### src/dmace_pkg.sv
// Purpose: Shared constants and carriers of the four-channel transfer-enable control
// Assumes: One 50 MHz clock, synchronous active-high reset, classic Wishbone slave
// Notes:   Register word index is byte address bits 4:2
package dmace_pkg;

    // Channel count and bus widths
    localparam int unsigned DMACE_NUM_CH   = 4;
    localparam int unsigned DMACE_ADR_W    = 8;

    // Byte offsets of the register words
    localparam logic [7:0]  DMACE_OFS_CH0  = 8'h00; // Channel n at 8'h00 + 4*n
    localparam logic [7:0]  DMACE_OFS_STAT = 8'h10; // Sticky hardware-stop status
    localparam logic [7:0]  DMACE_OFS_MASK = 8'h14; // Interrupt mask

    // Field positions inside a channel mode control register
    localparam int unsigned DMACE_ENABLE_BIT = 31;
    localparam int unsigned DMACE_ACTIVE_BIT = 23;
    localparam int unsigned DMACE_SYSTEM_ERROR_FLAG_BIT   = 19;
    localparam int unsigned DMACE_MODE_LSB   = 12;
    localparam int unsigned DMACE_SRC_LSB    = 6;

    // Transfer mode field encodings
    localparam logic [1:0]  DMACE_MODE_NORMAL = 2'h0;
    localparam logic [1:0]  DMACE_MODE_BLOCK  = 2'h1;
    localparam logic [1:0]  DMACE_MODE_REPEAT = 2'h2;

    // Request source field encodings
    localparam logic [1:0]  DMACE_SRC_AUTO   = 2'h0;
    localparam logic [1:0]  DMACE_SRC_MODULE = 2'h1;
    localparam logic [1:0]  DMACE_SRC_EXT    = 2'h2;

    // Reset values
    localparam logic [1:0]  DMACE_MODE_RST = 2'h0;
    localparam logic [1:0]  DMACE_SRC_RST  = 2'h0;
    localparam logic [3:0]  DMACE_IRQ_RST  = 4'h0;

    // Software control for one channel; set and clear are one-cycle pulses, mode and source are levels
    typedef struct packed {
        logic       en_set;
        logic       en_clr;
        logic       block_mode;
        logic [1:0] src;
    } dmace_ctl_t;

    // Engine events for one channel, each a one-cycle pulse
    typedef struct packed {
        logic unit_done;  // One unit moved
        logic block_end;  // Current block finished
        logic total_end;  // Total size reached
        logic repeat_ovf; // Repeat or extended repeat overflow stop
        logic size_err;   // Transfer size error stop
        logic ext_stop;   // External stopping event
    } dmace_evt_t;

    // Channel sequencing states
    typedef enum logic [2:0] {
        DMACE_IDLE   = 3'b001,
        DMACE_WAIT   = 3'b010,
        DMACE_ACTIVE = 3'b100
    } dmace_state_t;

endpackage : dmace_pkg

### src/dmace_chan.sv
// Purpose: One channel's transfer-enable bit and active-state sequencing
// Assumes: Set, clear and event inputs are one-cycle pulses on clk_i; mode and source are levels
// Notes:   Hardware stops outrank any software write in the same cycle
`timescale 1ns/100ps
module dmace_chan
    import dmace_pkg::*;
(
    // Clock and reset
    input  wire logic       clk_i,
    input  wire logic       srst_i,
    // Control from the register file, request, engine events and halt
    input  wire dmace_ctl_t ctl_i,
    input  wire logic       req_i,
    input  wire dmace_evt_t evt_i,
    input  wire logic       halt_i,
    // Status
    output logic            enable_o,
    output logic            active_o,
    output logic            stop_o
);

    typedef struct packed {
        dmace_state_t st;
        logic         enable;
        logic         pend_stop;
        logic         stop;
    } dmace_cst_t;

    dmace_cst_t s;
    dmace_cst_t next_s;
    logic       hw_clr;
    logic       is_auto;

    // Any hardware stopping condition
    assign hw_clr  = halt_i | evt_i.total_end | evt_i.repeat_ovf
                   | evt_i.size_err | evt_i.ext_stop;
    assign is_auto = (ctl_i.src == DMACE_SRC_AUTO);

    // Next-state: hardware clear first, then software, then sequencing
    always_comb begin
        next_s      = s;
        next_s.stop = 1'b0;
        if (hw_clr) begin
            next_s.enable    = 1'b0;
            next_s.pend_stop = 1'b0;
            next_s.st        = DMACE_IDLE;
            next_s.stop      = s.enable;
        end else if (ctl_i.en_clr && s.enable) begin
            if (ctl_i.block_mode && s.st == DMACE_ACTIVE) begin
                next_s.pend_stop = 1'b1;
            end else begin
                next_s.enable = 1'b0;
                next_s.st     = DMACE_IDLE;
            end
        end else if (ctl_i.en_set && !s.enable) begin
            next_s.enable = 1'b1;
            // Autorequest needs no request; others wait for one after the set
            next_s.st     = is_auto ? DMACE_ACTIVE : DMACE_WAIT;
        end else begin
            case (s.st)
                DMACE_WAIT: begin
                    if (req_i) begin
                        next_s.st = DMACE_ACTIVE;
                    end
                end
                DMACE_ACTIVE: begin
                    if (ctl_i.block_mode) begin
                        if (evt_i.block_end && s.pend_stop) begin
                            next_s.enable    = 1'b0;
                            next_s.pend_stop = 1'b0;
                            next_s.st        = DMACE_IDLE;
                        end else if (evt_i.block_end && !is_auto) begin
                            next_s.st = DMACE_WAIT;
                        end
                    end else if (evt_i.unit_done && !is_auto) begin
                        next_s.st = DMACE_WAIT;
                    end
                end
                DMACE_IDLE: begin
                    next_s.st = DMACE_IDLE;
                end
                default: begin
                    next_s.st = DMACE_IDLE;
                end
            endcase
        end
    end

    // State register; reset holds the enable at zero
    always_ff @(posedge clk_i) begin
        if (srst_i) begin
            s <= '{st: DMACE_IDLE, enable: 1'b0, pend_stop: 1'b0, stop: 1'b0};
        end else begin
            s <= next_s;
        end
    end

    assign enable_o = s.enable;
    assign active_o = (s.st == DMACE_ACTIVE);
    assign stop_o   = s.stop;
endmodule : dmace_chan

### src/dmace_top.sv
// Purpose: Four-channel transfer-enable control with Wishbone registers and interrupt
// Assumes: Classic Wishbone master, engine events are one-cycle pulses
// Notes:   Ack comes one cycle after the request; writes land on the ack edge
`timescale 1ns/100ps
// Notes on behaviour
// - Bit 31 of each channel mode register enables transfers; resets to 0.
// - The enable bit reads 1 while the channel is in operation.
// - With autorequest, writing 1 starts transferring with no further request.
// - With module or external source, only a request after setting starts.
// - Outside block mode, writing 0 while moving data stops the channel.
// - In block mode, writing 0 takes effect after the current block ends.
// - An external stopping event clears the enable bit and stops the channel.
// - Reaching the total transfer size clears the enable bit.
// - Repeat or extended repeat overflow stop clears the enable bit.
// - A transfer size error stop clears the enable bit.
// - An address error or NMI request clears the enable bit.
// - Enable is held 0 during reset or hardware standby.
// - While the system error flag is 1, enable writes are ignored.
// - Read-only active bit is 1 only while the channel is active.
module dmace_top
    import dmace_pkg::*;
(
    // Clock and reset
    input  wire logic                    clk_i,
    input  wire logic                    srst_i,
    // Wishbone slave
    input  wire logic                    wb_cyc_i,
    input  wire logic                    wb_stb_i,
    input  wire logic                    wb_we_i,
    input  wire logic [DMACE_ADR_W-1:0]  wb_adr_i,
    input  wire logic [3:0]              wb_sel_i,
    input  wire logic [31:0]             wb_dat_i,
    output logic [31:0]                  wb_dat_o,
    output logic                         wb_ack_o,
    // Transfer requests
    input  wire logic [DMACE_NUM_CH-1:0] module_req_i,
    input  wire logic [DMACE_NUM_CH-1:0] ext_req_i,
    // Engine and system events
    input  wire dmace_evt_t [DMACE_NUM_CH-1:0] evt_i,
    input  wire logic                    addr_err_i,
    input  wire logic                    nmi_i,
    input  wire logic                    standby_i,
    // Channel status and interrupt
    output logic [DMACE_NUM_CH-1:0]      chan_enable_o,
    output logic [DMACE_NUM_CH-1:0]      chan_active_o,
    output logic                         irq_o
);

    typedef struct packed {
        logic                        ack;
        logic [31:0]                 rdata;
        logic                        err_flag;
        logic [DMACE_NUM_CH-1:0]     irq_stat;
        logic [DMACE_NUM_CH-1:0]     irq_mask;
        logic [DMACE_NUM_CH-1:0][1:0] mode;
        logic [DMACE_NUM_CH-1:0][1:0] src;
    } dmace_regs_t;

    dmace_regs_t                  s;
    dmace_regs_t                  next_s;
    dmace_ctl_t [DMACE_NUM_CH-1:0] ctl;
    logic [DMACE_NUM_CH-1:0]      ch_req;
    logic [DMACE_NUM_CH-1:0]      ch_stop;
    logic [DMACE_NUM_CH-1:0]      wr_ch;
    logic                         req_new;
    logic                         wr_fire;
    logic [2:0]                   word_idx;
    logic                         sys_err;
    logic                         halt;

    // Word index of a byte address; out-of-range addresses map past the table
    function automatic logic [2:0] word_of(input logic [DMACE_ADR_W-1:0] adr);
        if (adr[DMACE_ADR_W-1:5] != '0) begin
            word_of = 3'h7;
        end else begin
            word_of = adr[4:2];
        end
    endfunction : word_of

    // Compose one readable word from the current state
    function automatic logic [31:0] read_word(input logic [2:0] idx,
                                               input dmace_regs_t r,
                                               input logic [DMACE_NUM_CH-1:0] en,
                                               input logic [DMACE_NUM_CH-1:0] act);
        logic [31:0] w;
        w = 32'h0000_0000;
        if (idx < 3'(DMACE_NUM_CH)) begin
            w[DMACE_ENABLE_BIT]                 = en[idx[1:0]];
            w[DMACE_ACTIVE_BIT]                 = act[idx[1:0]];
            w[DMACE_MODE_LSB+1:DMACE_MODE_LSB]  = r.mode[idx[1:0]];
            w[DMACE_SRC_LSB+1:DMACE_SRC_LSB]    = r.src[idx[1:0]];
            if (idx == 3'h0) begin
                w[DMACE_SYSTEM_ERROR_FLAG_BIT] = r.err_flag;
            end
        end else if (idx == DMACE_OFS_STAT[4:2]) begin
            w[DMACE_NUM_CH-1:0] = r.irq_stat;
        end else if (idx == DMACE_OFS_MASK[4:2]) begin
            w[DMACE_NUM_CH-1:0] = r.irq_mask;
        end
        read_word = w;
    endfunction : read_word

    // Bus phase decode: take a new request, then fire it on the ack edge
    assign req_new  = wb_cyc_i & wb_stb_i & ~s.ack;
    assign wr_fire  = wb_cyc_i & wb_stb_i & wb_we_i & s.ack;
    assign word_idx = word_of(wb_adr_i);
    assign sys_err  = addr_err_i | nmi_i;
    assign halt     = sys_err | standby_i;

    // Per-channel software pulses and request select
    always_comb begin
        for (int i = 0; i < DMACE_NUM_CH; i++) begin
            wr_ch[i]          = wr_fire && word_idx == 3'(i);
            // A write that sets enable starts with the mode and source it carries
            ctl[i].block_mode = ((wr_ch[i] && wb_sel_i[1])
                              ? wb_dat_i[DMACE_MODE_LSB+:2] : s.mode[i]) == DMACE_MODE_BLOCK;
            ctl[i].src        = (wr_ch[i] && wb_sel_i[0])
                              ? wb_dat_i[DMACE_SRC_LSB+:2] : s.src[i];
            // Locked out while the system error flag stands
            ctl[i].en_set     = wr_ch[i] && wb_sel_i[3]
                              && wb_dat_i[DMACE_ENABLE_BIT] && !s.err_flag;
            ctl[i].en_clr     = wr_ch[i] && wb_sel_i[3]
                              && !wb_dat_i[DMACE_ENABLE_BIT] && !s.err_flag;
            ch_req[i]         = (s.src[i] == DMACE_SRC_MODULE) ? module_req_i[i]
                              : (s.src[i] == DMACE_SRC_AUTO)   ? 1'b0
                              : ext_req_i[i];
        end
    end

    // Channel instances
    for (genvar g = 0; g < DMACE_NUM_CH; g++) begin : g_ch
        dmace_chan u_chan (
            .clk_i    (clk_i),
            .srst_i   (srst_i),
            .ctl_i    (ctl[g]),
            .req_i    (ch_req[g]),
            .evt_i    (evt_i[g]),
            .halt_i   (halt),
            .enable_o (chan_enable_o[g]),
            .active_o (chan_active_o[g]),
            .stop_o   (ch_stop[g])
        );
    end

    // Register file next state; hardware set wins over software clear
    always_comb begin
        next_s     = s;
        next_s.ack = req_new;
        if (req_new) begin
            next_s.rdata = read_word(word_idx, s, chan_enable_o, chan_active_o);
        end
        if (wr_fire) begin
            if (word_idx < 3'(DMACE_NUM_CH)) begin
                // Mode and source are not guarded against change while enabled
                if (wb_sel_i[1]) begin
                    next_s.mode[word_idx[1:0]] =
                        wb_dat_i[DMACE_MODE_LSB+1:DMACE_MODE_LSB];
                end
                if (wb_sel_i[0]) begin
                    next_s.src[word_idx[1:0]] = wb_dat_i[DMACE_SRC_LSB+1:DMACE_SRC_LSB];
                end
                if (word_idx == 3'h0 && wb_sel_i[2] && !wb_dat_i[DMACE_SYSTEM_ERROR_FLAG_BIT]) begin
                    next_s.err_flag = 1'b0;
                end
            end else if (word_idx == DMACE_OFS_STAT[4:2] && wb_sel_i[0]) begin
                next_s.irq_stat = s.irq_stat & ~wb_dat_i[DMACE_NUM_CH-1:0];
            end else if (word_idx == DMACE_OFS_MASK[4:2] && wb_sel_i[0]) begin
                next_s.irq_mask = wb_dat_i[DMACE_NUM_CH-1:0];
            end
        end
        // Sticky sets applied last so a same-cycle clear loses
        if (sys_err) begin
            next_s.err_flag = 1'b1;
        end
        next_s.irq_stat = next_s.irq_stat | ch_stop;
    end

    // Register update
    always_ff @(posedge clk_i) begin
        if (srst_i) begin
            s <= '{ack: 1'b0, rdata: 32'h0000_0000, err_flag: 1'b0,
                   irq_stat: DMACE_IRQ_RST, irq_mask: DMACE_IRQ_RST,
                   mode: {DMACE_NUM_CH{DMACE_MODE_RST}},
                   src: {DMACE_NUM_CH{DMACE_SRC_RST}}};
        end else begin
            s <= next_s;
        end
    end

    // Outputs
    assign wb_ack_o = s.ack;
    assign wb_dat_o = s.rdata;
    assign irq_o    = |(s.irq_stat & s.irq_mask);
endmodule : dmace_top

### config.mk
export PLATFORM = sky130hd
export DESIGN_NAME = dmace_top
export DESIGN_NICKNAME = d
export VERILOG_FILES = /design/src/dmace_pkg.sv /design/src/dmace_chan.sv /design/src/dmace_top.sv
export SDC_FILE = /design/constraint.sdc
export NUM_CORES = 1
export LEC_CHECK = 0
export BUFFER_PORTS_ARGS = -buffer_cell sky130_fd_sc_hd__buf_2
export CAP_MARGIN = 5
export CORE_ASPECT_RATIO = 1.1
export CORE_MARGIN = 10
export CORE_UTILIZATION = 45
export CTS_CLUSTER_SIZE = 25
export DETAILED_ROUTE_END_ITERATION = 10
export GPL_TIMING_DRIVEN = 1
export PLACE_DENSITY = 0.77
export SYNTH_ARGS = -nofsm -noshare
export SYNTH_HDL_FRONTEND = slang
export SYNTH_HIERARCHICAL = 1
export SYNTH_SLANG_ARGS = --single-unit
### constraint.sdc
create_clock -name clk_i -period 2.2 [get_ports clk_i]
set_input_delay 0 -clock clk_i [delete_from_list [all_inputs] [get_ports clk_i]]
set_output_delay 0 -clock clk_i [all_outputs]
set_load 0.01 [all_outputs]
======== Word level (Yosys, flattened, before mapping) ========
Index checks and enable logic that the tools add are counted.
cells by class
  reduce and logical (&&, ||, !) cells .... 134
  muxes and demuxes ....................... 109
  order comparisons ....................... 3
  eq/ne operators ......................... 45
  bitwise operators ....................... 33
operators with widths
  kind                                                                     count
  3-bit two-way mux                                                        25
  1-bit logical AND                                                        61
  4-bit two-way mux                                                        14
  2-bit two-way mux                                                        25
  3-bit nonzero test                                                       13
  4-bit AND reduction                                                      9
  2-bit nonzero test                                                       15
  1-bit two-way mux                                                        25
  25-bit two-way mux                                                       1
  8-bit two-way mux                                                        3
  6-bit inequality test, second input constant                             4
  3-bit case mux with 2 select lines                                       4
  5-bit two-way mux                                                        4
  5-bit by 4-bit inequality test with 1-bit output, second input constant  4
  5-bit AND reduction                                                      4
  3-bit by 2-bit equality test with 1-bit output, second input constant    6
  3-bit equality test, second input constant                               6
  1-bit bitwise OR                                                         18
  8-bit bitwise mux                                                        2
  2-bit by 1-bit equality test with 1-bit output, second input constant    8
  2-bit zero test                                                          8
  16-bit two-way mux                                                       1
  2-bit inequality test, second input constant                             8
  4-bit by 1-bit inequality test with 1-bit output, second input constant  4
  other kinds (18)                                                         52
storage, ports and cells
  flip-flop bits (word level) ............. 61
  input port bits ......................... 84
  logic and storage cells ................. 353
  output and inout bits ................... 42

======== Longest topological paths before layout ========
  word-level depth ........................ 15
  mapped depth ............................ 10
  mapped depth without buffers ............ 8

======== Hierarchy ========
Netlist, hierarchy kept.
by module, submodules not included
  module      cells an instance  seq. area each (µm²)  times used  area an instance (µm²)
  dmace_top   259                740.7                 1           2264.7
  dmace_chan  48                 120.1                 4           404.1

======== Worst setup path after synthesis ========
OpenSTA, ideal clock, no wires.
  path kind ............................... reg2reg
  start point ............................. register s (netlist bit wb_ack_o)
  end point ............................... register g_ch[3].u_chan/s[3] (netlist name)
  path slack .............................. -0.134 ns
  buffers on the path ..................... 1
  arrival ................................. 2.220 ns
  clock period less this slack ............ 2.334 ns
  cell stages (with the launch flop) ...... 10
  data required time ...................... 2.086 ns
  setup time .............................. 0.114 ns
  path through ............................ dfxtp_1 > and4_1 > clkbuf_1 > nand4_1 > nand3b_1 > o21ai_0 > and4_1 > o41ai_1 > o21ai_0 > a21o_1
RTL lines
  item                      RTL line          text
  start: declaration        dmace_top.sv:59   dmace_regs_t s;
  start signal: assignment  dmace_top.sv:181  s <= '{ack: 1'b0, rdata: 32'h0000_0000, err_flag: 1'b0,
  start signal: assignment  dmace_top.sv:186  s <= next_s;
  end signal: assignment    dmace_chan.sv:92  s <= '{st: DMACE_IDLE, enable: 1'b0, pend_stop: 1'b0, stop: 1'b0};
  end signal: assignment    dmace_chan.sv:94  s <= next_s;
  end: declaration          dmace_chan.sv:29  dmace_cst_t s;

==> results.cfg <==
[yosys]
netlist_instances = 451
synth_common_cells = 61 x dfxtp_1, 41 x nor2_1, 32 x buf_4, 26 x nand4_1, 22 x o21ai_0
synth_seq_area_share_pct = 31.46
synth_top_area_share_pct = 31.46
async_flop_share_pct = 0
synth_edf_count = 0
synth_most_common_cell = dfxtp_1
synth.yosys.warnings = 6
synth-seq-cells = 61
synth-main-ff-cell = dfxtp_1
syn-cell-area_sq_um = 3881
yosys-top-cells-area = dfxtp_1 31%, buf_4 6.2%, mux2i_1 5.4%
synth.largest_area_cell = dfxtp_1
yosysUniqueCellTypes = 50
avgSynthCellArea_sq_um = 8.606

[cells_and_area]
antenna_cells = 0
area_growth_syn_to_layout_pct = 24.31
drive_gt1_share_pct = 30.50
nNetsFinal = 643
fin_util_pct = 57.38

[global_routing]
grt_overflow = 0
antenna_found_initial = 0
grt_usage_pct = 18.29
grt_pass1_wl_um = 19060
grt_max_degree = 30
grt_pass1_vias = 3970

[clock_network]
clk_path_buf_depth = 2
cts.sinks = 61
cts_made_buffers = 9
worstSkewPairLatency_ps = 350
root_buffer = clkbuf_8
cts_tree = built
clkTransAtPathRegs_ps = 70
htree_levels = 3

[sta]
fin_skew_ps = 7.330
finalCriticalPeriod_ps = 2166
setup_viol = 0
hold_viol = 1
period_share_pct = 98.46
worst-slew-pin-transition_ps = 537.5
max_freq_mhz = 461.6
drv_slew = 0
hold_ws_ps = -1.541
fin_ws_ps = 33.80
rsz0062_at_grt = yes
slew_headroom_pct = 63.83

[route]
wire_per_inst_um = 17.96
post-route-drc-count = 0
drt-total-wl_um = 12120
ant_nets = 0
via_per_inst = 5.855
via_count = 3952
dr.pass1.iters = 4
drtIter0Drc = 296

[critical_path]
critPathKind = flop to flop
crit_chain = and4_4 > nand2_1 > nor3_4 > mux2_2 > o31ai_2 > nand4_1 > and3_4 > a21o_1
rrSetupSlack_ps = 30
slowest_stage = mux2_2
path_buf_inv = 0
cp_slowest_stage_delay_ps = 390
critPathLaunchType = flop
worstPathRequired_ps = 2450
crit_fanout = 3
end_kind = flop
cp.arrival_ps = 2420
cp_top_family = simple AND/OR/NAND/NOR gates

[floorplan]
die_h_um = 117.4
dieArea_sq_um = 12740
start_util_pct = 46.16
die_w_um = 108.6
io_pins = 126
placementRows = 35
core_sq_um = 8408

[pwr]
swShare_pct = 25.83
sequentialPowerShare_pct = 47.2
p_per_area_nw_per_um2 = 486.0
p_comb_share_pct = 8.8
ir_worst_vdd_mv = 0.2990
clock_power_share_pct = 43.9
p_int_mw = 1.739
p_leak_nw = 1.918
p_switching_mw = 0.6057

[place]
post-dp-hpwl_um = 9238
gp_congestion = 0.9298
post-place-ws_ps = -22.54
port_buffers = 80

[min_path]
hold_path.class = primary input to flop

[outcome]
violations = hold timing
outcome = finished, violations left

[job]
maxCapViolCount = 0
-- what timing repair did --
action                                 4_1_cts  5_1_grt
cloned                                       0        0
gates resized for setup                      1       15
setup buffers                                1        2
endpoints found under the hold margin       41        0
pin swaps                                    2        6
setup endpoints to repair                    2       15
hold buffers                                16        0
-- layout by cell type (no fill, tap or decap), drive strengths merged, types with 5 or more instances in the layout --
master       instances
nor3b               14
nor3                18
mux2                16
dfxtp               61
a22oi               10
nand2               21
o22ai                6
nor2                42
o41ai                8
conb                21
dlygate4sd3         16
nor4                 5
nand4               26
and4                 5
nand2b              14
mux2i               21
a21oi                8
or4                  5
or3                 10
nor2b               11
buf                105
and3                12
nand3                7
inv                 10
and4b                5
clkbuf              10
o21ai               22
-- power by group through the flow --
| stage | clock (mW) | sequential [mW] | combinational [mW] |
|---|---|---|---|
| after global placement | 0 | 1.13 | 0.173 |
| after floorplan | 0 | 1.13 | 0.106 |
| final | 1.03 | 1.11 | 0.207 |
| after CTS | 1.04 | 1.11 | 0.200 |
| after global routing | 1.08 | 1.11 | 0.224 |
| after detailed placement | 0 | 1.13 | 0.178 |
-- metal layers --
metal | wire length, um | vias to the layer above | GRT usage [%]
met4 | 316 | 0 | 8.828
met2 | 6115 | 164 | 31.35
li1 | - | 1870 | -
met3 | 841 | 25 | 3.450
met5 | 0 | - | 0
met1 | 4849 | 1893 | 20.92
-- final cells by class --
type                    instances  area, sq um
fillers                       758         3583
multi-input cells             356         2479
flip-flops and latches         61         1221
repair buffers                121        748.2
well taps                     111        138.9
clock buffers                  10        137.6
clock inverters                 6        62.56
inverters                      10        37.54
-- worst register-to-register path: cells and delay by family (launching register included) --
| kind | cells | cell delay [ps] |
|---|---|---|
| simple gates | 5 | 960 |
| mux | 1 | 390 |
| compound gates | 2 | 380 |
| flops | 1 | 340 |
-- kinds of logic (layout without fill, tap and decap cells) --
kind of cell | Yosys count | in the layout | share of synthesized area (%)
multiplexers | 37 | 37 | 10.06
AO/OA/AOI/OAI | 86 | 86 | 15.31
buffers and inverters | 54 | 147 | 8.543
other | 1 | 21 | 0.09662
AND/OR/NAND/NOR | 208 | 208 | 33.62
flip-flops | 61 | 61 | 31.46
XOR/XNOR | 4 | 4 | 0.9026
-- through the flow --
step / TNS [ps] / instance area, sq um / instances / total power, mW
finish: 0 / 4825 / 675 / 2.345
global placement: 0 / 4372 / 640 / 1.306
CTS: 0 / 4743 / 673 / 2.343
floorplan: 0 / 3963 / 471 / 1.239
global route: -109.6 / 4825 / 675 / 2.414
detailed placement: -31.06 / 4372 / 640 / 1.310
-- path summary, 6_finish.rpt --
check / from / to / depth (start not counted)
worst max-delay path: wb_ack_o / g_ch[1].u_chan/s[3] / 8
worst min-delay path: ext_req_i[2] / g_ch[2].u_chan/s[4] / 4
worst max register to register: wb_ack_o / g_ch[1].u_chan/s[3] / 8
worst min register to register: g_ch[0].u_chan/stop_o / s[20] / 2
(Power assumes the default switching activity.)
